## src/include/pin_select_pkg.sv

```systemverilog
package pin_select_pkg;

    // apb word addresses of the register file
    localparam logic [7:0] ADDR_PORT_A_DATA  = 8'h00;
    localparam logic [7:0] ADDR_PORT_A_DIR   = 8'h04;
    localparam logic [7:0] ADDR_PORT_B_DATA  = 8'h08;
    localparam logic [7:0] ADDR_PORT_B_DIR   = 8'h0c;
    localparam logic [7:0] ADDR_PORT_C_DATA  = 8'h10;
    localparam logic [7:0] ADDR_PORT_B_LOW_SEL = 8'h18;
    localparam logic [7:0] ADDR_STROBE_SEL   = 8'h1c;

    // widths of ports and fields
    localparam int PORT_AB_WIDTH   = 16;
    localparam int PORT_C_WIDTH    = 8;
    localparam int LOW_PIN_COUNT   = 8;
    localparam int MODE_WIDTH      = 2;

    // values after power-on reset
    localparam logic [15:0] RESET_PORT_B_LOW_SEL = 16'h0000;
    localparam logic [15:0] RESET_STROBE_SEL     = 16'h5fff;
    localparam logic [15:0] RESET_PORT_DATA      = 16'h0000;
    localparam logic [15:0] RESET_PORT_DIR       = 16'h0000;

    // strobe selector layout
    localparam int UPPER_STROBE_LSB = 14;
    localparam int LOWER_STROBE_LSB = 12;
    localparam logic [11:0] STROBE_RESERVED_ONES = 12'hfff;

    // low port b pins that take a timer clock in mode 01
    localparam int FIRST_CLOCK_PIN = 6;

    typedef enum logic [1:0] {
        MODE_GPIO    = 2'b00,
        MODE_ALT_IN  = 2'b01,
        MODE_TIMER   = 2'b10,
        MODE_PATTERN = 2'b11
    } pin_mode_t;

    typedef enum logic [1:0] {
        STROBE_RSVD_0 = 2'b00,
        STROBE_CHIP   = 2'b01,
        STROBE_COLUMN = 2'b10,
        STROBE_RSVD_3 = 2'b11
    } strobe_mode_t;

endpackage

```

## src/design/pin_route_cell.sv

```systemverilog
`timescale 1ns/1ps
`default_nettype none

module pin_route_cell
    import pin_select_pkg::*;
#(
    parameter bit CLOCK_CAPABLE = 1'b0
)
(
    // clock and reset
    input  wire logic clk_sys,
    input  wire logic reset_n,
    // selection
    input  wire logic [1:0] mode,
    // general-purpose side
    input  wire logic gpio_dir,
    input  wire logic gpio_data,
    // peripheral side
    input  wire logic timer_out,
    input  wire logic timer_drive,
    input  wire logic pattern_out,
    output logic      timer_in,
    // pin side
    input  wire logic pin_in,
    output logic      pin_out,
    output logic      pin_oe_n
);

    wire is_timer   = (mode == MODE_TIMER);
    wire is_pattern = (mode == MODE_PATTERN);
    // reserved 01 on plain pins falls back to gpio, never a stray driver
    wire is_clock   = CLOCK_CAPABLE && (mode == MODE_ALT_IN);
    wire is_gpio    = !is_timer && !is_pattern && !is_clock;

    // next pin drive from the selected function
    wire next_drive = (is_gpio && gpio_dir) || (is_timer && timer_drive) || is_pattern;
    wire next_level = is_pattern ? pattern_out :
                      is_timer   ? timer_out   :
                      is_gpio    ? gpio_data   : 1'b0;

    // clock pins feed the timer in mode 01, capture pins in mode 10
    assign timer_in = (is_clock || (is_timer && !CLOCK_CAPABLE)) ? pin_in : 1'b0;

    // registered pin drive; released while held in reset
    always_ff @(posedge clk_sys or negedge reset_n)
    begin
        if (!reset_n)
        begin
            pin_out  <= 1'b0;
            pin_oe_n <= 1'b1;
        end
        else
        begin
            pin_out  <= next_level;
            pin_oe_n <= !next_drive;
        end
    end

endmodule
`default_nettype wire

```

## src/design/port_pin_function_select.sv

```systemverilog
// Contract
// - pin 7 modes: gpio, clock d, compare b4, pattern
// - pin 6 modes: gpio, clock c, compare a4, pattern
// - pins 5,4: gpio, reserved, channel 4, pattern
// - pins 3,2: gpio, reserved, channel 3, pattern
// - pins 1,0: gpio, reserved, channel 2, pattern
// - low port b modes reset to gpio
// - strobe selector 16-bit read/write register
// - strobe selector reset only at power-on
// - upper strobe field: 01 chip select, 10 column
// - lower strobe field: 01 chip select, 10 column
// - strobe selector bits 11:0 read one
// - ports a, b bidirectional, c input only
// - one data register per port
// - low selector covers port b pins 7:0
// - low selector cleared only at power-on
`timescale 1ns/1ps
`default_nettype none

module port_pin_function_select
    import pin_select_pkg::*;
(
    // clock and power-on reset
    input  wire logic        clk_sys,
    input  wire logic        reset_n,
    // apb slave
    input  wire logic        psel,
    input  wire logic        penable,
    input  wire logic        pwrite,
    input  wire logic [7:0]  paddr,
    input  wire logic [31:0] pwdata,
    input  wire logic [3:0]  pstrb,
    output logic             pready,
    output logic             pslverr,
    output logic [31:0]      prdata,
    // port a pins
    input  wire logic [15:0] port_a_in,
    output logic      [15:0] port_a_out,
    output logic      [15:0] port_a_oe_n,
    // port b pins
    input  wire logic [15:0] port_b_in,
    output logic      [15:0] port_b_out,
    output logic      [15:0] port_b_oe_n,
    // port c pins
    input  wire logic [7:0]  port_c_in,
    input  wire logic        analog_sampling,
    // timer unit, channel 4 and clocks
    input  wire logic        timer_compare_out_b4,
    input  wire logic        timer_compare_out_a4,
    output logic             timer_ext_clock_d,
    output logic             timer_ext_clock_c,
    // timer unit, capture/compare channels 2..4
    input  wire logic [5:0]  timer_capcomp_out,
    input  wire logic [5:0]  timer_capcomp_drive,
    output logic      [5:0]  timer_capcomp_in,
    // pattern generator
    input  wire logic [7:0]  pattern_out,
    input  wire logic [7:0]  pattern_enable,
    // memory controller strobes
    input  wire logic        chip_select_1,
    input  wire logic        chip_select_3,
    input  wire logic        upper_column_strobe,
    input  wire logic        lower_column_strobe,
    output logic             strobe_pin_upper,
    output logic             strobe_pin_lower
);

    // registers
    logic [15:0] port_a_data;
    logic [15:0] port_a_dir;
    logic [15:0] port_b_data;
    logic [15:0] port_b_dir;
    logic [15:0] port_b_low_function_select;
    logic [1:0]  upper_strobe_mode;
    logic [1:0]  lower_strobe_mode;

    // apb phase decode
    wire setup_phase  = psel && !penable;
    wire access_phase = psel && penable;
    wire write_access = access_phase && pwrite;

    // address hits, each one word
    wire hit_a_data   = (paddr == ADDR_PORT_A_DATA);
    wire hit_a_dir    = (paddr == ADDR_PORT_A_DIR);
    wire hit_b_data   = (paddr == ADDR_PORT_B_DATA);
    wire hit_b_dir    = (paddr == ADDR_PORT_B_DIR);
    wire hit_c_data   = (paddr == ADDR_PORT_C_DATA);
    wire hit_b_low    = (paddr == ADDR_PORT_B_LOW_SEL);
    wire hit_strobe   = (paddr == ADDR_STROBE_SEL);
    wire hit_any      = hit_a_data || hit_a_dir || hit_b_data || hit_b_dir
                        || hit_c_data || hit_b_low || hit_strobe;

    // byte lane mask for the low half word
    wire [15:0] lane_mask = {{8{pstrb[1]}}, {8{pstrb[0]}}};

    // pattern-owned bits of port b refuse writes to their data bit
    wire [15:0] b_pattern_lock;

    // zero-wait slave; unmapped addresses report an error
    assign pready  = 1'b1;
    assign pslverr = access_phase && !hit_any;

    // port a and port b pin readback: direction picks register or pin
    wire [15:0] port_a_view = (port_a_dir & port_a_data) | (~port_a_dir & port_a_in);
    wire [15:0] port_b_view = (port_b_dir & port_b_data) | (~port_b_dir & port_b_in);

    // port c reads all ones while the converter samples
    wire [7:0] port_c_view = analog_sampling ? 8'hff : port_c_in;

    // strobe selector image with the low bits forced high
    wire [15:0] strobe_view = {upper_strobe_mode, lower_strobe_mode,
                               STROBE_RESERVED_ONES};

    // read mux; captured at setup so the answer is a flop
    logic [15:0] next_read;
    always_comb
    begin
        next_read = 16'h0000;
        if (hit_a_data)
            next_read = port_a_view;
        else if (hit_a_dir)
            next_read = port_a_dir;
        else if (hit_b_data)
            next_read = port_b_view;
        else if (hit_b_dir)
            next_read = port_b_dir;
        else if (hit_c_data)
            next_read = {8'h00, port_c_view};
        else if (hit_b_low)
            next_read = port_b_low_function_select;
        else if (hit_strobe)
            next_read = strobe_view;
    end

    // read data register, upper half word always zero
    always_ff @(posedge clk_sys or negedge reset_n)
    begin
        if (!reset_n)
            prdata <= 32'h0000_0000;
        else if (setup_phase && !pwrite)
            prdata <= {16'h0000, next_read};
    end

    // next values of the writable registers
    wire [15:0] next_a_data = (pwdata[15:0] & lane_mask) | (port_a_data & ~lane_mask);
    wire [15:0] next_a_dir  = (pwdata[15:0] & lane_mask) | (port_a_dir & ~lane_mask);
    wire [15:0] b_data_mask = lane_mask & ~b_pattern_lock;
    wire [15:0] next_b_data = (pwdata[15:0] & b_data_mask) | (port_b_data & ~b_data_mask);
    wire [15:0] next_b_dir  = (pwdata[15:0] & lane_mask) | (port_b_dir & ~lane_mask);
    wire [15:0] next_b_low  = (pwdata[15:0] & lane_mask)
                              | (port_b_low_function_select & ~lane_mask);

    // port a registers; only a power-on reset clears them
    always_ff @(posedge clk_sys or negedge reset_n)
    begin
        if (!reset_n)
        begin
            port_a_data <= RESET_PORT_DATA;
            port_a_dir  <= RESET_PORT_DIR;
        end
        else if (write_access)
        begin
            if (hit_a_data)
                port_a_data <= next_a_data;
            if (hit_a_dir)
                port_a_dir <= next_a_dir;
        end
    end

    // port b registers
    always_ff @(posedge clk_sys or negedge reset_n)
    begin
        if (!reset_n)
        begin
            port_b_data <= RESET_PORT_DATA;
            port_b_dir  <= RESET_PORT_DIR;
        end
        else if (write_access)
        begin
            if (hit_b_data)
                port_b_data <= next_b_data;
            if (hit_b_dir)
                port_b_dir <= next_b_dir;
        end
    end

    // low port b selector; no manual reset or sleep input reaches it
    always_ff @(posedge clk_sys or negedge reset_n)
    begin
        if (!reset_n)
            port_b_low_function_select <= RESET_PORT_B_LOW_SEL;
        else if (write_access && hit_b_low)
            port_b_low_function_select <= next_b_low;
    end

    // strobe selector; written bits 11:0 are dropped, only the
    // upper byte lane carries the two mode fields
    always_ff @(posedge clk_sys or negedge reset_n)
    begin
        if (!reset_n)
        begin
            upper_strobe_mode <= RESET_STROBE_SEL[15:14];
            lower_strobe_mode <= RESET_STROBE_SEL[13:12];
        end
        else if (write_access && hit_strobe && pstrb[1])
        begin
            upper_strobe_mode <= pwdata[UPPER_STROBE_LSB +: 2];
            lower_strobe_mode <= pwdata[LOWER_STROBE_LSB +: 2];
        end
    end

    // strobe pin routing; reserved codes keep the chip select,
    // which is the function the pin wakes up with
    assign strobe_pin_upper = (upper_strobe_mode == STROBE_COLUMN)
                              ? upper_column_strobe : chip_select_1;
    assign strobe_pin_lower = (lower_strobe_mode == STROBE_COLUMN)
                              ? lower_column_strobe : chip_select_3;

    // per-pin peripheral wiring for the low eight pins
    wire [7:0] cell_timer_out;
    wire [7:0] cell_timer_drive;
    wire [7:0] cell_timer_in;

    // pins 7 and 6 take compare outputs, always driven when selected
    assign cell_timer_out   = {timer_compare_out_b4, timer_compare_out_a4,
                               timer_capcomp_out};
    assign cell_timer_drive = {2'b11, timer_capcomp_drive};

    // clock inputs from pins 7 and 6, capture inputs from pins 5..0
    assign timer_ext_clock_d = cell_timer_in[7];
    assign timer_ext_clock_c = cell_timer_in[6];
    assign timer_capcomp_in  = cell_timer_in[5:0];

    // one routing cell per low port b pin
    genvar pin;
    generate
        for (pin = 0; pin < LOW_PIN_COUNT; pin++)
        begin : g_low_pin
            wire [1:0] pin_mode = port_b_low_function_select[MODE_WIDTH*pin +: MODE_WIDTH];

            // a pattern pin with its output enabled owns the data bit
            assign b_pattern_lock[pin] = (pin_mode == MODE_PATTERN) && pattern_enable[pin];

            pin_route_cell #(
                .CLOCK_CAPABLE (pin >= FIRST_CLOCK_PIN)
            ) u_cell (
                .clk_sys     (clk_sys),
                .reset_n     (reset_n),
                .mode        (pin_mode),
                .gpio_dir    (port_b_dir[pin]),
                .gpio_data   (port_b_data[pin]),
                .timer_out   (cell_timer_out[pin]),
                .timer_drive (cell_timer_drive[pin]),
                .pattern_out (pattern_out[pin]),
                .timer_in    (cell_timer_in[pin]),
                .pin_in      (port_b_in[pin]),
                .pin_out     (port_b_out[pin]),
                .pin_oe_n    (port_b_oe_n[pin])
            );
        end
    endgenerate

    // high port b pins have their own selector elsewhere; gpio here
    assign b_pattern_lock[15:8] = 8'h00;

    // registered drive for port a and the high port b pins
    always_ff @(posedge clk_sys or negedge reset_n)
    begin
        if (!reset_n)
        begin
            port_a_out        <= 16'h0000;
            port_a_oe_n       <= 16'hffff;
            port_b_out[15:8]  <= 8'h00;
            port_b_oe_n[15:8] <= 8'hff;
        end
        else
        begin
            port_a_out        <= port_a_data;
            port_a_oe_n       <= ~port_a_dir;
            port_b_out[15:8]  <= port_b_data[15:8];
            port_b_oe_n[15:8] <= ~port_b_dir[15:8];
        end
    end

endmodule
`default_nettype wire

```

## config.mk

```make
export PLATFORM = sky130hd
export DESIGN_NAME = port_pin_function_select
export DESIGN_NICKNAME = d
export VERILOG_FILES = /design/src/include/pin_select_pkg.sv /design/src/design/pin_route_cell.sv /design/src/design/port_pin_function_select.sv
export SDC_FILE = /design/constraint.sdc
export NUM_CORES = 1
export LEC_CHECK = 0
export ABC_AREA = 1
export BUFFER_PORTS_ARGS = -buffer_cell sky130_fd_sc_hd__buf_2
export CORE_MARGIN = 2
export CORE_UTILIZATION = 49
export CTS_CLUSTER_DIAMETER = 50
export DETAILED_ROUTE_END_ITERATION = 16
export MAX_ROUTING_LAYER = met4
export PLACE_DENSITY = 0.84
export SLEW_MARGIN = 20
export SYNTH_ARGS = -nofsm -noshare
export SYNTH_HDL_FRONTEND = slang
export SYNTH_SLANG_ARGS = --single-unit
```

## constraint.sdc

```tcl
create_clock -name clk_sys -period 1.4 [get_ports clk_sys]
set_input_delay 0.21 -clock clk_sys [delete_from_list [all_inputs] [get_ports clk_sys]]
set_output_delay 0.21 -clock clk_sys [all_outputs]
set_load 0.01 [all_outputs]
```

# --- Word-level counts from Yosys, hierarchy flattened ---
# Index checks and enable logic that the tools add are counted.
word_totals:
  ff_bits: 164
  inputBits: 124
  word_cells: 217
classes:
  mux: 42
  reduce_logical: 96
  n_eq_ne: 26
  n_bitwise: 25
op_table:
  columns: ["cell", "n"]
  rows:
  - ["bitwise AND 16 bit", 12]
  - ["2-to-1 mux 16 bit", 7]
  - ["OR 16 bit", 7]
  - ["NOT 16 bit", 4]
  - ["logical AND 1 bit", 40]
  - ["equality test 2 bit (second input constant)", 18]
  - ["2-to-1 mux 1 bit", 34]
  - ["logical NOT 1 bit", 29]
  - ["equality test 8 x 5 -> 1 bit (second input constant)", 3]
  - ["logical OR 1 bit", 22]
  - ["equality test 8 x 4 -> 1 bit (second input constant)", 2]
  - ["NOT 8 -> 16 bit", 1]
  - ["equality test 8 x 3 -> 1 bit (second input constant)", 1]
  - ["logical NOT 8 bit", 1]
  - ["2-to-1 mux 8 bit", 1]
  - ["NOT 8 bit", 1]
  - ["AND reduction 2 bit", 4]
  - ["equality test 2 x 1 -> 1 bit (second input constant)", 2]

# --- Logic depth before layout (Yosys ltp) ---
logic_depth:
  ltp_word: 9
  depth_mapped: 11
  ltp_nobuf: 9

# --- Modules after synthesis ---
# Synthesis repeated with hierarchy kept, for this count alone.
unflattened:
  hier_cells: 818
  area_unflattened_um2: 7469.7
by_module_without_submodules:
  columns: ["module", "n_inst", "area_per_inst_um2", "cells_per_inst"]
  rows:
  - ["port_pin_function_select", 1, 6638.9, 718]
  - ["pin_route_cell (g_low_pin[0].u_cell ...)", 6, 102.6, 12]
  - ["pin_route_cell (g_low_pin[6].u_cell ...)", 2, 107.6, 14]

# --- Worst setup path before layout ---
# Ideal clock, no wire load.
synth_timing:
  path_type: "input port to flip-flop"
  from: "in paddr[0]"
  to: "reg (tool-made name)"
  required_time_ps: 1278
  cell_stages: 9
  setup_time_ps: 122
  path_buffers: 1
  arrival_time_ps: 1148
  setup_slack_ps: 130
  cell_sequence: "inv_1 > nand2_2 > nor2_4 > buf_6 > inv_2 > nor3_4 > nand3_1 > nand2_1 > o21ai_1"
synth_rtl:
  columns: ["item", "line_no", "text"]
  rows:
  - ["from (decl)", "port_pin_function_select.sv:30", "input wire logic [7:0] paddr,"]

# --- Worst setup path in the final report ---
layout_timing:
  from: "reg lower_strobe_mode[0]"
  to: "out strobe_pin_lower"
layout_between:
  elab_chain_cells: 2
layout_lines:
  columns: ["item", "line_no", "text"]
  rows:
  - ["from (decl)", "port_pin_function_select.sv:75", "logic [1:0] lower_strobe_mode;"]
  - ["from (signal assigned)", "port_pin_function_select.sv:203", "lower_strobe_mode <= RESET_STROBE_SEL[13:12];"]
  - ["from (signal assigned)", "port_pin_function_select.sv:208", "lower_strobe_mode <= pwdata[LOWER_STROBE_LSB +: 2];"]
  - ["equality test 2 bit", "port_pin_function_select.sv:216", "assign strobe_pin_lower = (lower_strobe_mode == STROBE_COLUMN)"]
  - ["2-to-1 mux 1 bit", "port_pin_function_select.sv:217", "? lower_column_strobe : chip_select_3;"]
  - ["to (decl)", "port_pin_function_select.sv:65", "output logic strobe_pin_lower"]
# No other way between the ends.

==> results.py <==
metrics = {
    "logic_synthesis": {
        "synth-seq-cells": 164,
        "synth-xor-area-share_pct": 0,
        "synth_top_family_by_area": "simple AND/OR/NAND/NOR gates",
        "synth_cell_types": 30,
        "synth_fa_ha_area_share_pct": 0,
        "ys.warnings.count": 0,
        "synthMuxAreaShare_pct": 0,
        "synth-simple-area-share_pct": 22.1,
        "syn-cell-area_um2": 7410,
        "synth_compound_area_share_pct": 11.5,
        "yosysTopAreaCell": "dfrtp_1",
        "yosysTopAreaCellShare_pct": 43.9,
        "avgSynthCellArea_um2": 8.69,
        "synth_top_cells_by_area": "dfrtp_1 (44%), nand2_1 (12%), dfstp_2 (12%)",
        "ys_seq_area_share_pct": 56.0,
        "syn_inst": 852,
    },
    "floorplan": {
        "start_util_pct": 50.6,
        "core_um2": 14600,
        "die_area_um2": 16100,
        "num_rows": 44,
        "die_h_um": 127,
        "io_pins": 232,
        "dieWidth_um": 127,
    },
    "status": {
        "violations": "negative setup slack",
        "status": "finished with violations",
    },
    "clock_tree": {
        "clock-sinks": 164,
        "clock-root-buffer": "clkbuf_16",
        "clockBufferDepth": 2,
        "cts.htree.levels": 4,
        "insertion_delay_ps": 430,
        "clk_pin_slew_ps": 60,
        "cts_made_buffers": 17,
        "cts_tree": "yes",
    },
    "global_routing": {
        "grt_pass1_wl_um": 32600,
        "track_usage_pct": 27.1,
        "first_global_vias": 6453,
        "grt_overflow": 0,
        "antenna_found_initial": 3,
        "grt_max_degree": 40,
    },
    "layout": {
        "fin_area_um2": 9530,
        "multi_input_area_um2": 2600,
        "ff_latch_area_um2": 4160,
        "fillCellCount": 1156,
        "layout_commonest_cell": "nand2_1",
        "mostFrequentLayoutCells": "nand2_1 (234), buf_2 (195), dfrtp_1 (119)",
        "drive_above_1_share_pct": 34.9,
        "nNetsFinal": 1208,
        "area_delta_synth_final_pct": 28.6,
        "final_cells": 1284,
    },
    "sta": {
        "setup_viol": 3,
        "layout_setup_ws_ps": -142,
        "final_max_slew_viol_count": 0,
        "hold_viol": 0,
        "fin_worst_skew_ps": 9.52,
        "fin_crit_sh_pct": 110,
        "fmax_mhz": 649,
        "period_needed_ps": 1540,
        "rsz0062_at_grt": "yes",
        "final.setup.tns_ps": -261,
    },
    "detailed_routing": {
        "routedWlPerCell_um": 16.2,
        "drtPass1Iterations": 5,
        "totalWireLength_um": 20800,
        "via_per_inst": 5.19,
        "vias": 6669,
        "drtIter0Drc": 649,
        "ant_nets": 0,
        "drc": 0,
    },
    "place": {
        "hpwl_um": 15000,
        "placed_cells": 1221,
        "place_area_um2": 8650,
        "dp_slack_ps": -86.1,
        "gp_congestion": 0.909,
        "io_buffers": 196,
    },
    "worst_setup_path": {
        "worstPathRequired_ps": 1190,
        "path_max_fanout": 2,
        "worst_setup_path_start_kind": "flop",
        "end_kind": "primary output",
        "critPathKind": "reg -> out",
        "arrival_ps": 1330,
    },
    "worst_hold_path": {
        "hold_path_class": "in -> reg",
    },
    "power": {
        "power.leakage_nw": 4.80,
        "p_per_area_nw_per_um2": 1060,
        "vdd_drop_max_v": 0.000800,
    },
    "run": {
        "drv_cap": 0,
    },
}
==> layer usage <==
layer | GRT usage, % | part of all wire [%]
met1 | 33.7 | 41
met2 | 43.2 | 49
met3 | 5.86 | 7.4
met4 | 11.7 | 2.9
met5 | - | 0
==> metrics by stage <==
step | hold WS [ps] | util, % | power, mW
2_1_floorplan | -85.6 | - | 5.17
4_1_cts | 22.0 | 64.4 | 10.1
3_5_place_dp | 164 | 59.0 | 5.52
3_3_place_gp | 158 | 59.0 | 5.51
5_1_grt | 39.6 | 65.1 | 10.4
6_report | 26.5 | 65.1 | 10.1
==> final timing paths <==
kind	start	to	slack [ps]	depth (start not counted)
hold reg to reg	flop	port_a_out[8]$_DFF_PN0_	400	0
max in group asynchronous	reset_n	g_low_pin[5].u_cell.pin_oe_n$_DFF_PN1_	500	3
min in group asynchronous	reset_n	g_low_pin[1].u_cell.pin_out$_DFF_PN0_	290	2
hold / removal	pattern_out[7]	g_low_pin[7].u_cell.pin_out$_DFF_PN0_	30	3
setup / recovery	lower_strobe_mode[0]$_DFFE_PN1P_	strobe_pin_lower	-140	3
setup reg to reg	flop	prdata[14]$_DFFE_PN0P_	100	8
==> area by class of cell <==
cell class                 count  area share (%)
antenna                        3          0.0788
clock buffer                  22            4.87
clock inverter                10            1.31
inverter                      85            3.35
multi-input combinational    549            27.2
sequential                   164            43.7
tap                          184            2.42
timing repair buffer         267            17.1
==> repair_timing <==
action                                  in CTS  in global routing
hold endpoints to repair                    32                  0
pin swaps                                    4                  4
endpoints found under the setup margin      11                 11
resized for setup                           21                 11
hold buffers                                 7                  0
setup buffers                               13                  8
gates cloned                                 0                  0
==> synth_stat cells <==
master	instances
nand2_1	239
dfrtp_1	130
inv_1	80
o21ai_0	76
nand3_1	49
nor2_1	47
buf_4	42
dfstp_2	34
o21ai_1	24
o211ai_1	21
a31oi_1	18
nand4_1	14
clkbuf_1	13
buf_2	10
a21oi_1	9
nand2_2	8
o22ai_1	6
inv_2	5
nor2_4	5
nor3_1	4
nand3_2	3
nor2_2	3
or2_2	3
buf_6	2
conb_1	2
buf_1	1
clkbuf_2	1
nor3_2	1
nor3_4	1
or3b_1	1
==> worst max-delay path: stages, from the launching register on <==
cell and delay (ps):
dfstp_2 550, inv_2 40, a31oi_1 170, buf_2 150
==> power by group <==
group	internal, mW	switching, mW	total [mW]	leakage (nW)
combinational	0.246	0.399	0.645	2.36
clock	2.74	1.88	4.61	0.285
sequential	4.80	0.0308	4.83	2.15
total	7.78	2.31	10.1	4.80
==> cell families (layout without fill, tap and decap cells) <==
family,count (synthesis),after routing
and+or+nand+nor,378,378
AOI/OAI and AO/OA,154,154
DFF,164,164
other,2,20
buffers and inverters,154,384
Power figures use the tool's default switching activity.
